===== config.mk =====
export PLATFORM = sky130hd
export DESIGN_NAME = smac_core
export DESIGN_NICKNAME = d
export VERILOG_FILES = /design/src/design/smac_pkg.sv /design/src/design/smac_mem_if.sv /design/src/design/smac_core.sv /design/src/design/smac_regmem.sv
export SDC_FILE = /design/constraint.sdc
export NUM_CORES = 2
export LEC_CHECK = 0
export BUFFER_PORTS_ARGS = -buffer_cell sky130_fd_sc_hd__clkbuf_2
export CELL_PAD_IN_SITES_DETAIL_PLACEMENT = 0
export CELL_PAD_IN_SITES_GLOBAL_PLACEMENT = 1
export CORE_ASPECT_RATIO = 1.25
export CORE_MARGIN = 1.5
export CORE_UTILIZATION = 60
export CTS_CLUSTER_DIAMETER = 150
export DETAILED_ROUTE_END_ITERATION = 8
export GPL_ROUTABILITY_DRIVEN = 0
export PLACE_DENSITY_LB_ADDON = 0.1
export SETUP_SLACK_MARGIN = 0.2
export SYNTH_ARGS = -nofsm -noshare
export SYNTH_HDL_FRONTEND = slang
export SYNTH_SLANG_ARGS = --single-unit

===== constraint.sdc =====
create_clock -name CORE_CLK -period 43 [get_ports CORE_CLK]
set_input_delay 4.3 -clock CORE_CLK [delete_from_list [all_inputs] [get_ports CORE_CLK]]
set_output_delay 4.3 -clock CORE_CLK [all_outputs]
set_load 0.1 [all_outputs]

===== src/design/smac_pkg.sv =====
package smac_pkg;
    // axi byte offsets
    localparam logic [3:0] AXI_ADDR_BYTE = 4'h0;
    localparam logic [3:0] AXI_POINTER = 4'h4;
    localparam logic [3:0] AXI_DATA = 4'h8;
    localparam logic [1:0] RESP_OKAY = 2'h0;
    localparam logic [1:0] RESP_SLVERR = 2'h2;

    // slave addresses
    localparam logic [6:0] SLAVE_ADDR_DEFAULT = 7'h2E;
    localparam logic [6:0] SLAVE_ADDR_SEL_LOW = 7'h2C;
    localparam logic [6:0] SLAVE_ADDR_SEL_HIGH = 7'h2D;

    // measurement channels
    localparam int NUM_VOLT_IN = 4;
    localparam int NUM_REMOTE_TEMP = 2;
    localparam int NUM_CH = 10;
    localparam logic [3:0] CH_FIRST = 4'h0;
    localparam logic [3:0] CH_STEP = 4'h1;
    localparam logic [3:0] CH_VCC = 4'h4;
    localparam logic [3:0] CH_LOCAL_TEMP = 4'h5;
    localparam logic [3:0] CH_REMOTE_DIODE_ONE = 4'h6;
    localparam logic [3:0] CH_REMOTE_DIODE_TWO = 4'h7;
    localparam logic [3:0] CH_FAN_ONE = 4'h8;
    localparam logic [3:0] CH_LAST = 4'h9;

    // internal register space behind the pointer
    localparam logic [7:0] PTR_VALUE_BASE = 8'h20;
    localparam logic [7:0] PTR_CFG = 8'h40;
    localparam logic [7:0] PTR_STATUS_LO = 8'h41;
    localparam logic [7:0] PTR_STATUS_HI = 8'h42;
    localparam logic [7:0] PTR_VID = 8'h43;
    localparam logic [7:0] PTR_MASK_LO = 8'h44;
    localparam logic [7:0] PTR_MASK_HI = 8'h45;
    localparam logic [7:0] PTR_LOW_BASE = 8'h50;
    localparam logic [7:0] PTR_HIGH_BASE = 8'h60;
    localparam logic [7:0] PTR_OFS_BASE = 8'h70;
    localparam logic [7:0] PTR_FAN_START_BASE = 8'h80;

    // configuration bits
    localparam int CFG_START = 0;
    localparam int CFG_TO_DIS = 1;
    localparam int CFG_ALERT_A = 2;
    localparam int CFG_ALERT_B = 3;
    localparam int CFG_VID_VOLTAGE_CODE_THRESHOLD_SEL = 6;
    localparam logic [7:0] CFG_RESET = 8'h00;
    localparam logic [15:0] MASK_RESET = 16'h0000;

    // status layout
    localparam int ST_W = 16;
    localparam int ST_VID = 10;

    // clock-low timeout
    localparam int CORE_CLK_HZ = 10_000_000;
    localparam int TIMEOUT_MIN_MS = 15;
    localparam int TIMEOUT_MAX_MS = 35;
    localparam int MS_PER_S = 1000;
    localparam int TIMEOUT_CYC_DEF = TIMEOUT_MIN_MS * (CORE_CLK_HZ / MS_PER_S);
    localparam int TO_CNT_W = 18;

    // register memory
    localparam int MEM_DEPTH = 256;
    localparam logic [7:0] MEM_LAST = 8'hFF;

    typedef enum logic [2:0] {
        S_IDLE = 3'h0,
        S_CONV = 3'h1,
        S_OFS = 3'h3,
        S_LO = 3'h2,
        S_HI = 3'h6,
        S_CMP = 3'h7
    } smac_state_t;
endpackage


===== src/design/smac_mem_if.sv =====
`timescale 1ns/1ps
interface smac_mem_if;
    logic we;
    logic [7:0] waddr;
    logic [7:0] wdata;
    logic [7:0] a_addr;
    logic [7:0] a_data;
    logic [7:0] b_addr;
    logic [7:0] b_data;
    logic busy;
    modport ctl (output we, output waddr, output wdata, output a_addr, output b_addr,
                 input a_data, input b_data, input busy);
    modport mem (input we, input waddr, input wdata, input a_addr, input b_addr,
                 output a_data, output b_data, output busy);
endinterface


===== src/design/smac_core.sv =====
// The implementer's own choices: the placing of the registers and the AXI4-Lite interface to the registers.
`timescale 1ns/1ps
module smac_core
    import smac_pkg::*;
#(
    parameter int TIMEOUT_CYC = TIMEOUT_CYC_DEF
) (
    input wire logic CORE_CLK,
    input wire logic NRST,
    input wire logic S_AXI_AWVALID,
    output logic S_AXI_AWREADY,
    input wire logic [3:0] S_AXI_AWADDR,
    input wire logic S_AXI_WVALID,
    output logic S_AXI_WREADY,
    input wire logic [31:0] S_AXI_WDATA,
    input wire logic [3:0] S_AXI_WSTRB,
    output logic S_AXI_BVALID,
    input wire logic S_AXI_BREADY,
    output logic [1:0] S_AXI_BRESP,
    input wire logic S_AXI_ARVALID,
    output logic S_AXI_ARREADY,
    input wire logic [3:0] S_AXI_ARADDR,
    output logic S_AXI_RVALID,
    input wire logic S_AXI_RREADY,
    output logic [31:0] S_AXI_RDATA,
    output logic [1:0] S_AXI_RRESP,
    input wire logic SMB_SCL,
    output logic SDA_RELEASE,
    input wire logic ADDR_ENABLE_STRAP,
    input wire logic ADDR_SELECT_STRAP,
    input wire logic [5:0] CPU_VOLTAGE_CODE_INPUTS,
    output logic VOLTAGE_CODE_THRESHOLD_SEL,
    output logic ADC_START,
    output logic [3:0] ADC_CHAN,
    input wire logic ADC_DONE,
    input wire logic [7:0] ADC_DATA,
    output logic ALERT_A_N,
    output logic ALERT_B_N
);
    localparam logic [TO_CNT_W-1:0] TO_LAST = TO_CNT_W'(TIMEOUT_CYC - 1);

    smac_mem_if mif();

    smac_regmem u_mem (
        .clk(CORE_CLK),
        .rst_n(NRST),
        .mif(mif.mem)
    );

    logic awready_r, wready_r, bvalid_r, arready_r, rvalid_r;
    logic [1:0] bresp_r, rresp_r;
    logic [31:0] rdata_r;
    logic aw_got_r, w_got_r, w_lane_r, rd_wait_r, rd_fin_r;
    logic [3:0] aw_addr_r, ar_addr_r;
    logic [7:0] w_data_r, ptr_r, cfg_r;
    logic [ST_W-1:0] status_r, mask_r, st_set, st_clr;
    logic [5:0] vid_r;
    logic vid_valid_r, sel_r, lock_r, release_r;
    logic [6:0] act_addr_r;
    logic [TO_CNT_W-1:0] scl_cnt_r;
    smac_state_t st_r;
    logic [3:0] ch_r;
    logic [7:0] val_r, lo_r;
    logic adc_start_r, alert_a_n_r, alert_b_n_r, voltage_code_threshold_sel_r;

    //****************************************
    // decode
    //****************************************
    wire wr_do = aw_got_r & w_got_r & ~bvalid_r & ~mif.busy;
    wire aw_is_abyte = (aw_addr_r == AXI_ADDR_BYTE);
    wire aw_is_ptr = (aw_addr_r == AXI_POINTER) & sel_r;
    wire aw_is_data = (aw_addr_r == AXI_DATA) & sel_r;
    wire wr_ok = aw_is_abyte | aw_is_ptr | aw_is_data;
    wire wr_eff = wr_do & w_lane_r;
    wire wr_abyte = wr_eff & aw_is_abyte;
    wire wr_ptr = wr_eff & aw_is_ptr;
    wire wr_data = wr_eff & aw_is_data;
    wire abyte_match = (w_data_r[7:1] == act_addr_r);

    wire p_cfg = (ptr_r == PTR_CFG);
    wire p_stlo = (ptr_r == PTR_STATUS_LO);
    wire p_sthi = (ptr_r == PTR_STATUS_HI);
    wire p_vid = (ptr_r == PTR_VID);
    wire p_mklo = (ptr_r == PTR_MASK_LO);
    wire p_mkhi = (ptr_r == PTR_MASK_HI);
    wire p_flop = p_cfg | p_stlo | p_sthi | p_vid | p_mklo | p_mkhi;
    // limits, offsets and fan start temperatures live in memory
    wire mem_sw_we = wr_data & ~p_flop;

    wire [7:0] ptr_rd = p_cfg ? cfg_r :
                        p_stlo ? status_r[7:0] :
                        p_sthi ? status_r[15:8] :
                        p_vid ? {2'b00, vid_r} :
                        p_mklo ? mask_r[7:0] :
                        p_mkhi ? mask_r[15:8] : mif.a_data;
    wire ar_is_abyte = (ar_addr_r == AXI_ADDR_BYTE);
    wire ar_is_ptr = (ar_addr_r == AXI_POINTER) & sel_r;
    wire ar_is_data = (ar_addr_r == AXI_DATA) & sel_r;
    wire rd_ok = ar_is_abyte | ar_is_ptr | ar_is_data;
    wire [7:0] rd_byte = ar_is_abyte ? {lock_r, act_addr_r} :
                         ar_is_ptr ? ptr_r :
                         ar_is_data ? ptr_rd : 8'h00;
    wire rd_clr_lo = rd_fin_r & ar_is_data & p_stlo;
    wire rd_clr_hi = rd_fin_r & ar_is_data & p_sthi;

    wire is_temp = (ch_r >= CH_LOCAL_TEMP) & (ch_r <= CH_REMOTE_DIODE_TWO);
    wire [7:0] hi_lim = mif.b_data;
    wire below = is_temp ? ($signed(val_r) < $signed(lo_r)) : (val_r < lo_r);
    wire above = is_temp ? ($signed(val_r) > $signed(hi_lim)) : (val_r > hi_lim);
    wire seq_wr = (st_r == S_CMP) & ~mem_sw_we & ~mif.busy;
    wire seq_flag = seq_wr & (below | above);
    wire vid_chg = vid_valid_r & (CPU_VOLTAGE_CODE_INPUTS != vid_r);
    wire alert_any = |(status_r & ~mask_r);
    wire to_fire = ~SMB_SCL & ~cfg_r[CFG_TO_DIS] & ~release_r & (scl_cnt_r == TO_LAST);

    assign mif.we = mem_sw_we | seq_wr;
    assign mif.waddr = mem_sw_we ? ptr_r : PTR_VALUE_BASE + {4'h0, ch_r};
    assign mif.wdata = mem_sw_we ? w_data_r : val_r;
    assign mif.a_addr = ptr_r;
    assign mif.b_addr = (st_r == S_OFS) ? PTR_OFS_BASE + {4'h0, ch_r} :
                        (st_r == S_LO) ? PTR_LOW_BASE + {4'h0, ch_r} :
                        PTR_HIGH_BASE + {4'h0, ch_r};

    genvar gi;
    generate
        for (gi = 0; gi < ST_W; gi++) begin : g_st
            if (gi < NUM_CH) begin : g_ch
                assign st_set[gi] = seq_flag & (ch_r == 4'(gi));
            end else if (gi == ST_VID) begin : g_vid
                assign st_set[gi] = vid_chg;
            end else begin : g_none
                assign st_set[gi] = 1'b0;
            end
            assign st_clr[gi] = (gi < 8) ? rd_clr_lo : rd_clr_hi;
        end
    endgenerate

    //****************************************
    // axi write channel
    //****************************************
    always_ff @(posedge CORE_CLK or negedge NRST) begin
        if (!NRST) begin
            awready_r <= 1'b1;
            wready_r <= 1'b1;
            aw_got_r <= 1'b0;
            w_got_r <= 1'b0;
            aw_addr_r <= 4'h0;
            w_data_r <= 8'h00;
            w_lane_r <= 1'b0;
            bvalid_r <= 1'b0;
            bresp_r <= RESP_OKAY;
        end else begin
            if (S_AXI_AWVALID && awready_r) begin
                aw_got_r <= 1'b1;
                awready_r <= 1'b0;
                aw_addr_r <= S_AXI_AWADDR;
            end
            if (S_AXI_WVALID && wready_r) begin
                w_got_r <= 1'b1;
                wready_r <= 1'b0;
                w_data_r <= S_AXI_WDATA[7:0];
                w_lane_r <= S_AXI_WSTRB[0];
            end
            if (wr_do) begin
                bvalid_r <= 1'b1;
                bresp_r <= wr_ok ? RESP_OKAY : RESP_SLVERR;
            end
            if (bvalid_r && S_AXI_BREADY) begin
                bvalid_r <= 1'b0;
                aw_got_r <= 1'b0;
                w_got_r <= 1'b0;
                awready_r <= 1'b1;
                wready_r <= 1'b1;
            end
        end
    end

    //****************************************
    // axi read channel
    //****************************************
    // two wait cycles cover the registered memory read behind the pointer
    always_ff @(posedge CORE_CLK or negedge NRST) begin
        if (!NRST) begin
            arready_r <= 1'b1;
            ar_addr_r <= 4'h0;
            rd_wait_r <= 1'b0;
            rd_fin_r <= 1'b0;
            rvalid_r <= 1'b0;
            rdata_r <= 32'h0000_0000;
            rresp_r <= RESP_OKAY;
        end else begin
            if (S_AXI_ARVALID && arready_r) begin
                arready_r <= 1'b0;
                ar_addr_r <= S_AXI_ARADDR;
                rd_wait_r <= 1'b1;
            end
            if (rd_wait_r) begin
                rd_wait_r <= 1'b0;
                rd_fin_r <= 1'b1;
            end
            if (rd_fin_r) begin
                rd_fin_r <= 1'b0;
                rvalid_r <= 1'b1;
                rdata_r <= {24'h00_0000, rd_byte};
                rresp_r <= rd_ok ? RESP_OKAY : RESP_SLVERR;
            end
            if (rvalid_r && S_AXI_RREADY) begin
                rvalid_r <= 1'b0;
                arready_r <= 1'b1;
            end
        end
    end

    //****************************************
    // pointer, configuration, mask, status
    //****************************************
    always_ff @(posedge CORE_CLK or negedge NRST) begin
        if (!NRST) begin
            ptr_r <= 8'h00;
            cfg_r <= CFG_RESET;
            mask_r <= MASK_RESET;
            status_r <= '0;
        end else begin
            if (wr_ptr) begin
                ptr_r <= w_data_r;
            end
            if (wr_data && p_cfg) begin
                cfg_r <= w_data_r;
            end
            if (wr_data && p_mklo) begin
                mask_r[7:0] <= w_data_r;
            end
            if (wr_data && p_mkhi) begin
                mask_r[15:8] <= w_data_r;
            end
            // set wins over read-clear in the same cycle
            status_r <= st_set | (status_r & ~st_clr);
        end
    end

    //****************************************
    // slave address and clock-low timeout
    //****************************************
    always_ff @(posedge CORE_CLK or negedge NRST) begin
        if (!NRST) begin
            act_addr_r <= SLAVE_ADDR_DEFAULT;
            lock_r <= 1'b0;
            sel_r <= 1'b0;
            scl_cnt_r <= '0;
            release_r <= 1'b0;
        end else begin
            if (!lock_r) begin
                act_addr_r <= ADDR_ENABLE_STRAP ? SLAVE_ADDR_DEFAULT :
                              (ADDR_SELECT_STRAP ? SLAVE_ADDR_SEL_HIGH : SLAVE_ADDR_SEL_LOW);
            end
            if (wr_abyte) begin
                sel_r <= abyte_match;
                lock_r <= lock_r | abyte_match;
            end
            if (SMB_SCL || cfg_r[CFG_TO_DIS]) begin
                scl_cnt_r <= '0;
                release_r <= 1'b0;
            end else if (to_fire) begin
                release_r <= 1'b1;
            end else if (!release_r) begin
                scl_cnt_r <= scl_cnt_r + 1'b1;
            end
            if (to_fire) begin
                sel_r <= 1'b0;
            end
        end
    end

    //****************************************
    // voltage code and pin outputs
    //****************************************
    always_ff @(posedge CORE_CLK or negedge NRST) begin
        if (!NRST) begin
            vid_r <= 6'h00;
            vid_valid_r <= 1'b0;
            alert_a_n_r <= 1'b1;
            alert_b_n_r <= 1'b1;
            voltage_code_threshold_sel_r <= 1'b0;
        end else begin
            vid_r <= CPU_VOLTAGE_CODE_INPUTS;
            vid_valid_r <= 1'b1;
            // pins not set up for alert stay released
            alert_a_n_r <= ~(cfg_r[CFG_ALERT_A] & alert_any);
            alert_b_n_r <= ~(cfg_r[CFG_ALERT_B] & alert_any);
            voltage_code_threshold_sel_r <= cfg_r[CFG_VID_VOLTAGE_CODE_THRESHOLD_SEL];
        end
    end

    //****************************************
    // measurement sequencer
    //****************************************
    always_ff @(posedge CORE_CLK or negedge NRST) begin
        if (!NRST) begin
            st_r <= S_IDLE;
            ch_r <= CH_FIRST;
            val_r <= 8'h00;
            lo_r <= 8'h00;
            adc_start_r <= 1'b0;
        end else begin
            case (st_r)
                S_IDLE: begin
                    if (cfg_r[CFG_START] && !mif.busy) begin
                        adc_start_r <= 1'b1;
                        st_r <= S_CONV;
                    end
                end
                S_CONV: begin
                    adc_start_r <= 1'b0;
                    if (ADC_DONE) begin
                        val_r <= ADC_DATA;
                        st_r <= S_OFS;
                    end
                end
                S_OFS: begin
                    st_r <= S_LO;
                end
                S_LO: begin
                    if (is_temp) begin
                        val_r <= val_r + mif.b_data;
                    end
                    st_r <= S_HI;
                end
                S_HI: begin
                    lo_r <= mif.b_data;
                    st_r <= S_CMP;
                end
                S_CMP: begin
                    // software memory writes take priority; a stall holds here
                    if (seq_wr) begin
                        ch_r <= (ch_r == CH_LAST) ? CH_FIRST : ch_r + CH_STEP;
                        st_r <= S_IDLE;
                    end
                end
                default: begin
                    st_r <= S_IDLE;
                end
            endcase
        end
    end

    assign S_AXI_AWREADY = awready_r;
    assign S_AXI_WREADY = wready_r;
    assign S_AXI_BVALID = bvalid_r;
    assign S_AXI_BRESP = bresp_r;
    assign S_AXI_ARREADY = arready_r;
    assign S_AXI_RVALID = rvalid_r;
    assign S_AXI_RDATA = rdata_r;
    assign S_AXI_RRESP = rresp_r;
    assign SDA_RELEASE = release_r;
    assign VOLTAGE_CODE_THRESHOLD_SEL = voltage_code_threshold_sel_r;
    assign ADC_START = adc_start_r;
    assign ADC_CHAN = ch_r;
    assign ALERT_A_N = alert_a_n_r;
    assign ALERT_B_N = alert_b_n_r;
endmodule // smac_core


===== src/design/smac_regmem.sv =====
`timescale 1ns/1ps
module smac_regmem
    import smac_pkg::*;
(
    input wire logic clk,
    input wire logic rst_n,
    smac_mem_if.mem mif
);
    logic [7:0] mem_q [0:MEM_DEPTH-1];
    logic [7:0] clr_r;
    logic busy_r;
    logic [7:0] a_r;
    logic [7:0] b_r;

    // sweep to zero after reset so limits and offsets start defined
    always_ff @(posedge clk or negedge rst_n) begin
        if (!rst_n) begin
            clr_r <= 8'h00;
            busy_r <= 1'b1;
            a_r <= 8'h00;
            b_r <= 8'h00;
        end else begin
            if (busy_r) begin
                clr_r <= clr_r + 8'h01;
                busy_r <= (clr_r != MEM_LAST);
            end
            a_r <= mem_q[mif.a_addr];
            b_r <= mem_q[mif.b_addr];
        end
    end

    always_ff @(posedge clk) begin
        if (busy_r) begin
            mem_q[clr_r] <= 8'h00;
        end else if (mif.we) begin
            mem_q[mif.waddr] <= mif.wdata;
        end
    end

    assign mif.a_data = a_r;
    assign mif.b_data = b_r;
    assign mif.busy = busy_r;
endmodule // smac_regmem


* Word-level counts from Yosys, hierarchy flattened
Memory sizes are Yosys's and may differ from the RTL's. A register that Yosys moved wholly into a read port is not among the register bits.
Cells that the tools add are included.
** Word-level totals
- Register bits :: 157
- Memory bits (writable) :: 2048
- Output and inout bits :: 50
- Memories :: 1
** Cells by class
- Add/subtract/negate cells :: 8
- $lt $le $gt $ge :: 6
- Equality and inequality tests :: 34
- Mux-type cells :: 63
- Bitwise gates (word level) :: 61
- Reduce and logical (&&, ||, !) cells :: 33
** Memory list
- u_mem.mem_q :: depth 256, width 8, rd ports 2, clocked after Yosys merged registers in 2, write ports 1, RTL line smac_regmem.sv:9 : logic [7:0] mem_q [0:MEM_DEPTH-1];
** Operators by type and width (count)
- $mux 8 :: 17
- $mux 18 :: 3
- $eq 8x7->1 const B :: 6
- $and 1x1->1 :: 35
- $mux 1 :: 33
- $and 16x16->16 :: 2
- $not 16->16 :: 2
- $add 7x4->8 const A :: 3
- $eq 4x3->1 const B :: 6
- $add 18x1->18 const B :: 1
- $eq 18x18->1 const B :: 1
- $pmux 3 s6 :: 1
- $reduce_bool 2->1 :: 9
- $eq 4x4->1 const B :: 4
- $gt 8x8->1 :: 2
- $lt 8x8->1 :: 2
- $or 11x16->16 :: 1
- $pmux 8 s2 :: 1
- $reduce_or 16->1 :: 1
- $logic_not 4->1 :: 3
- $or 1x1->1 :: 12
- $logic_and 1x1->1 :: 9
- $mux 3 :: 3
- $not 1->1 :: 9
- other kinds (25) :: 39

* Logic depth before layout (Yosys ltp)
- Depth after elaboration :: 17
- Gate-level depth with buffers :: 13
- Gate-level depth less buffers :: 11

* Cells and area by module
A second synthesis with hierarchy kept.
** Unflattened totals
- Cell total of the unflattened synthesis :: 5902
- Area, all modules :: 104313.8 sq um
** Modules (own cells, without submodules)
- smac_regmem :: instances 1, cells each 5163, area each 96774.1 sq um
- smac_core :: instances 1, cells each 739, area each 7539.7 sq um

* Worst setup path after synthesis
OpenSTA, ideal clock, no wires.
- Path kind :: flip-flop to flip-flop
- Start point :: register bvalid_r, in the netlist S_AXI_BVALID
- End point :: memory u_mem.mem_q[0][1], data pin
- Setup time :: 2.236 ns
- Arrival :: 12.494 ns
- Data required time :: 40.764 ns
- Path slack :: 28.270 ns
- Cell stages (with the launch flop) :: 8
- Path buffers :: 3
- Clock period less this slack :: 14.730 ns
- Cells stage by stage :: dfrtp_1 and4bb_2 nand4_2 a21oi_2 buf_2 buf_2 buf_1 o31ai_1
** On the way
- Longest elaborated chain between the ends :: 15
- Elaborated cells on any way between the ends :: 16
- Those cells by class :: 5 x mux; 10 x bitwise; 1 x reduce/logical
** Ends and longest elaborated chain
- start, declared :: RTL line smac_core.sv:50 : logic awready_r, wready_r, bvalid_r, arready_r, rvalid_r;
- start signal, assigned :: RTL line smac_core.sv:150 : bvalid_r <= 1'b0;
- start signal, assigned :: RTL line smac_core.sv:165 : bvalid_r <= 1'b1;
- start signal, assigned :: RTL line smac_core.sv:169 : bvalid_r <= 1'b0;
- $not 1->1 (*) :: RTL line smac_core.sv:69 : wire wr_do = aw_got_r & w_got_r & ~bvalid_r & ~mif.busy;
- $and 1x1->1 (*) (2 in a row) :: RTL line smac_core.sv:69
- $and 1x1->1 (*) :: RTL line smac_core.sv:74 : wire wr_eff = wr_do & w_lane_r;
- $and 1x1->1 (*) :: RTL line smac_core.sv:77 : wire wr_data = wr_eff & aw_is_data;
- $and 1x1->1 (*) :: RTL line smac_core.sv:88 : wire mem_sw_we = wr_data & ~p_flop;
- $not 1->1 :: RTL line smac_core.sv:110 : wire seq_wr = (st_r == S_CMP) & ~mem_sw_we & ~mif.busy;
- $and 1x1->1 (2 in a row) :: RTL line smac_core.sv:110
- $or 1x1->1 :: RTL line smac_core.sv:116 : assign mif.we = mem_sw_we | seq_wr;
- $mux 1 :: RTL line smac_regmem.sv:35 : end else if (mif.we) begin
- $mux 1 :: RTL line smac_regmem.sv:33 : if (busy_r) begin
- $mux 1 (not written as such) :: RTL line smac_regmem.sv:36 : mem_q[mif.waddr] <= mif.wdata;
- $reduce_or 8->1 (no line)
- $mux 8 (no line) (*)
- end, declared :: RTL line smac_regmem.sv:9
Every way passes the cells marked *; elsewhere a longest branch is shown, timed or not.

* Final worst setup path
- Start point :: register ch_r[0], in the netlist ADC_CHAN[0]
- End point :: output port ADC_CHAN[0]
** RTL lines
- start, declared :: RTL line smac_core.sv:62 : logic [3:0] ch_r;
- start signal, assigned :: RTL line smac_core.sv:335 : ch_r <= (ch_r == CH_LAST) ? CH_FIRST : ch_r + CH_STEP;
- end, declared :: RTL line smac_core.sv:34 : output logic [3:0] ADC_CHAN,
No word-level cell between the ends.

==> impl_metrics.ini <==
[outcome]
status = complete, no violations

[synthesis]
syn_avg_cell_area_sq_um = 19.7
synth.most_common_cell = edfxtp_1
synth_cell_types = 81
synthFlopType = edfxtp_1
synth-seq-area-share_pct = 72.2
synthTopCellsByCount = edfxtp_1 (2,048), mux4_2 (672), nor2_1 (367), nand2_1 (215), dfrtp_1 (159)
netlist_area_sq_um = 91000
synth-warning-count = 0
synth-async-reset-ratio_pct = 7.50
synth_cells = 4617
synth_top_cell_by_area = edfxtp_1
netlist.area_leader.share_pct = 67.6
synth_area_leaders = edfxtp_1 (68%), mux4_2 (17%), dfrtp_1 (4.4%)
synth-edff-count = 2048
synth_seq_cells = 2214

[pwr]
pwr-share-comb_pct = 2.4
leakage_nw = 36.4
peakVddDrop_v = 0.0000548
power.share.clock_pct = 42.5
p_seq_share_pct = 55.0
p_per_area_nw_per_um2 = 42.8
p_sw_share_pct = 21.0
p_int_mw = 3.38
power.switching_mw = 0.897

[clock_tree]
numCtsBuffers = 206
cts_max_path_buffers = 3
cts.sink_count = 2214
path_clk_slew_ns = 0.06
cts_setup_buffers = 0
cts_max_level = 4
hold_buffers = 0
tritoncts = yes
cts_resized = 0
clk_latency_ns = 0.86
cts_root_buf = clkbuf_16

[critical_path]
cp.required_ns = 38.70
reg2reg_depth = 9
r2r-start = mif.a_addr[0]$_DFFE_PN0P_
slowest_delay_ns = 0.92
arrival_ns = 2.37
crit_family = flip-flops
critPathMaxFanout = 42
end_kind = output port
r2r_setup_slack_ns = 36.94
start_kind = flip-flop
slowest_stage = dfrtp_4
cp_num_buf_inv = 1
critPathKind = reg2out
path_cells = clkbuf_2
r2r_end = u_mem.mif.a_data[0]$_DFF_PN0_

[die]
rows = 159
start_util_pct = 60.5
coreArea_sq_um = 150000
die_y_microns = 438
io_pins = 119
die_w_microns = 351
dieArea_sq_um = 154000

[worst_hold_path]
whs_path_depth = 1
holdCritPathClass = reg2reg
holdPathEnd = rd_wait_r$_DFF_PN0_
worstHoldStart = rd_wait_r$_DFF_PN0_

[timing]
timing.max_slew.rel_slack_pct = 10.9
worst_slew_pin_slew_ns = 1.32
rsz0062_at_grt = false
period_share_pct = 15.5
final_hold_viol_count = 0
finalSetupViolCount = 0
fin_skew_ns = 0.0297
min_period_ns = 6.67
fmax_mhz = 150
maxSlewViolCount = 0
setup_tns_ns = 0

[grt]
overflow = 0
grt_pass1_wl_microns = 330000
grtUsageTotal_pct = 30.6
antenna_found_initial = 7
grt_pass1_vias = 46600
grt_start_max_net_pins = 212

[drt]
post_drt_wl_per_cell_microns = 33.4
drt_iter0_drc = 5515
drc = 0
ant_nets = 0
wl_microns = 230000
vias_per_cell = 6.71
dr.pass1.iters = 5
via_count = 46300

[final_layout]
fin_nets = 4810
final.fill_count = 9974
syn_to_final_growth_pct = 9.86
final_cell_area_sq_um = 99900
drive_gt1_share_pct = 25.2

[placed_design]
place_area_sq_um = 93200
portBuffers = 65
dp_hpwl_microns = 139000

[run]
drv_cap = 0
-- worst register-to-register path, stage by stage (launching register included) --
cell and delay [ns]:
dfrtp_4 0.78, buf_4 0.69, buf_4 0.68, buf_4 0.65, mux4_2 0.63, mux4_2 0.48, a22o_1 0.31, a221oi_1 0.84
o22ai_1 0.48, a31o_1 0.38
-- area by class of cell --
class	count	area, sq um	area share [%]
Clock buffer	255	5490	5.50
Timing Repair Buffer	163	1140	1.14
Multi-Input combinational cell	2084	23700	23.7
Clock inverter	130	1210	1.21
Antenna cell	3	7.51	0.00751
Inverter	47	184	0.184
Tap cell	2012	2520	2.52
Sequential cell	2214	65700	65.7
-- stage by stage --
stage                     hold slack [ns]  std cells  setup WS (ns)  util, %  power, mW
after floorplan                     0.371       4642          28.27        -       2.48
after global placement              0.406       6520          36.68     62.0       2.50
after detailed placement            0.412       6520          36.66     62.0       2.51
after CTS                           0.425       6905          36.22     66.4       4.30
after global routing                0.453       6905          36.19     66.4       4.38
final                               0.425       6908          36.33     66.4       4.28
-- logic make-up after synthesis --
kind of cell	after synthesis	synth area share [%]
buf+inv	344	1.97
compound gates	358	2.62
simple gates	788	3.83
xor+xnor	39	0.376
mux	847	18.7
other cells	2	0.00826
flops	2214	72.2
fa+ha+maj	25	0.352
-- worst max path at each step --
stage | from | to | slack, ns | cells past startpoint
3_3_place_gp | NRST | scl_cnt_r[7]$_DFFE_PN0P_ | 36.68 | 3
6_report | ADC_CHAN[0]$_DFFE_PN0P_ | ADC_CHAN[0] | 36.33 | 1
2_1_floorplan | S_AXI_BVALID$_DFFE_PN0P_ | u_mem.mem_q[0][1]$_DFFE_PP_ | 28.27 | 7
3_5_place_dp | NRST | scl_cnt_r[13]$_DFFE_PN0P_ | 36.66 | 3
4_1_cts | ADC_CHAN[0]$_DFFE_PN0P_ | ADC_CHAN[0] | 36.22 | 1
5_1_grt | ADC_CHAN[0]$_DFFE_PN0P_ | ADC_CHAN[0] | 36.19 | 1
-- flip-flops by register name, indices dropped and copies added, names as in the netlist, 2 cells and up --
name and flops:
mask_r 16, w_data_r 8, ar_addr_r 4, u_mem.clr_r 8
u_mem.mif.b_data 8, cfg_r 8, lo_r 8, vid_r 6
ADC_CHAN 4, status_r 16, S_AXI_RDATA 8, mif.a_addr 8
val_r 8, act_addr_r 2, st_r 3, u_mem.mif.a_data 8
u_mem.mem_q 2048, aw_addr_r 4, scl_cnt_r 18
-- layout by cell type, fill, tap and decap left out, types with 38 or more instances in the layout --
master,Yosys,routed
buf_4,63,92
clkinv_1,0,59
nand3_1,40,40
clkbuf_1,109,38
mux4_2,672,672
nand2_1,215,210
mux2_2,62,62
a21oi_1,56,56
nor2_1,367,366
dfrtp_1,159,150
edfxtp_1,2048,2048
clkbuf_16,0,210
o21ai_0,80,77
inv_1,47,46
clkbuf_2,0,64
mux2i_1,112,112
-- metal layers --
layer	GRT usage (%)	wire length, microns	up-vias
met2	49.6	115000	2140
li1	-	-	19100
met3	5.76	18700	439
met5	0	36	-
met1	41.8	87500	24700
met4	11.6	9160	6
-- power groups by stage --
| stage | sequential [mW] | clock [mW] | combinational, mW |
|---|---|---|---|
| after floorplan | 2.44 | 0 | 0.0380 |
| after global placement | 2.40 | 0 | 0.103 |
| after detailed placement | 2.40 | 0 | 0.104 |
| after CTS | 2.36 | 1.84 | 0.104 |
| after global routing | 2.36 | 1.91 | 0.110 |
| final | 2.36 | 1.82 | 0.103 |
No activity file was read; power rests on OpenSTA's default activity.
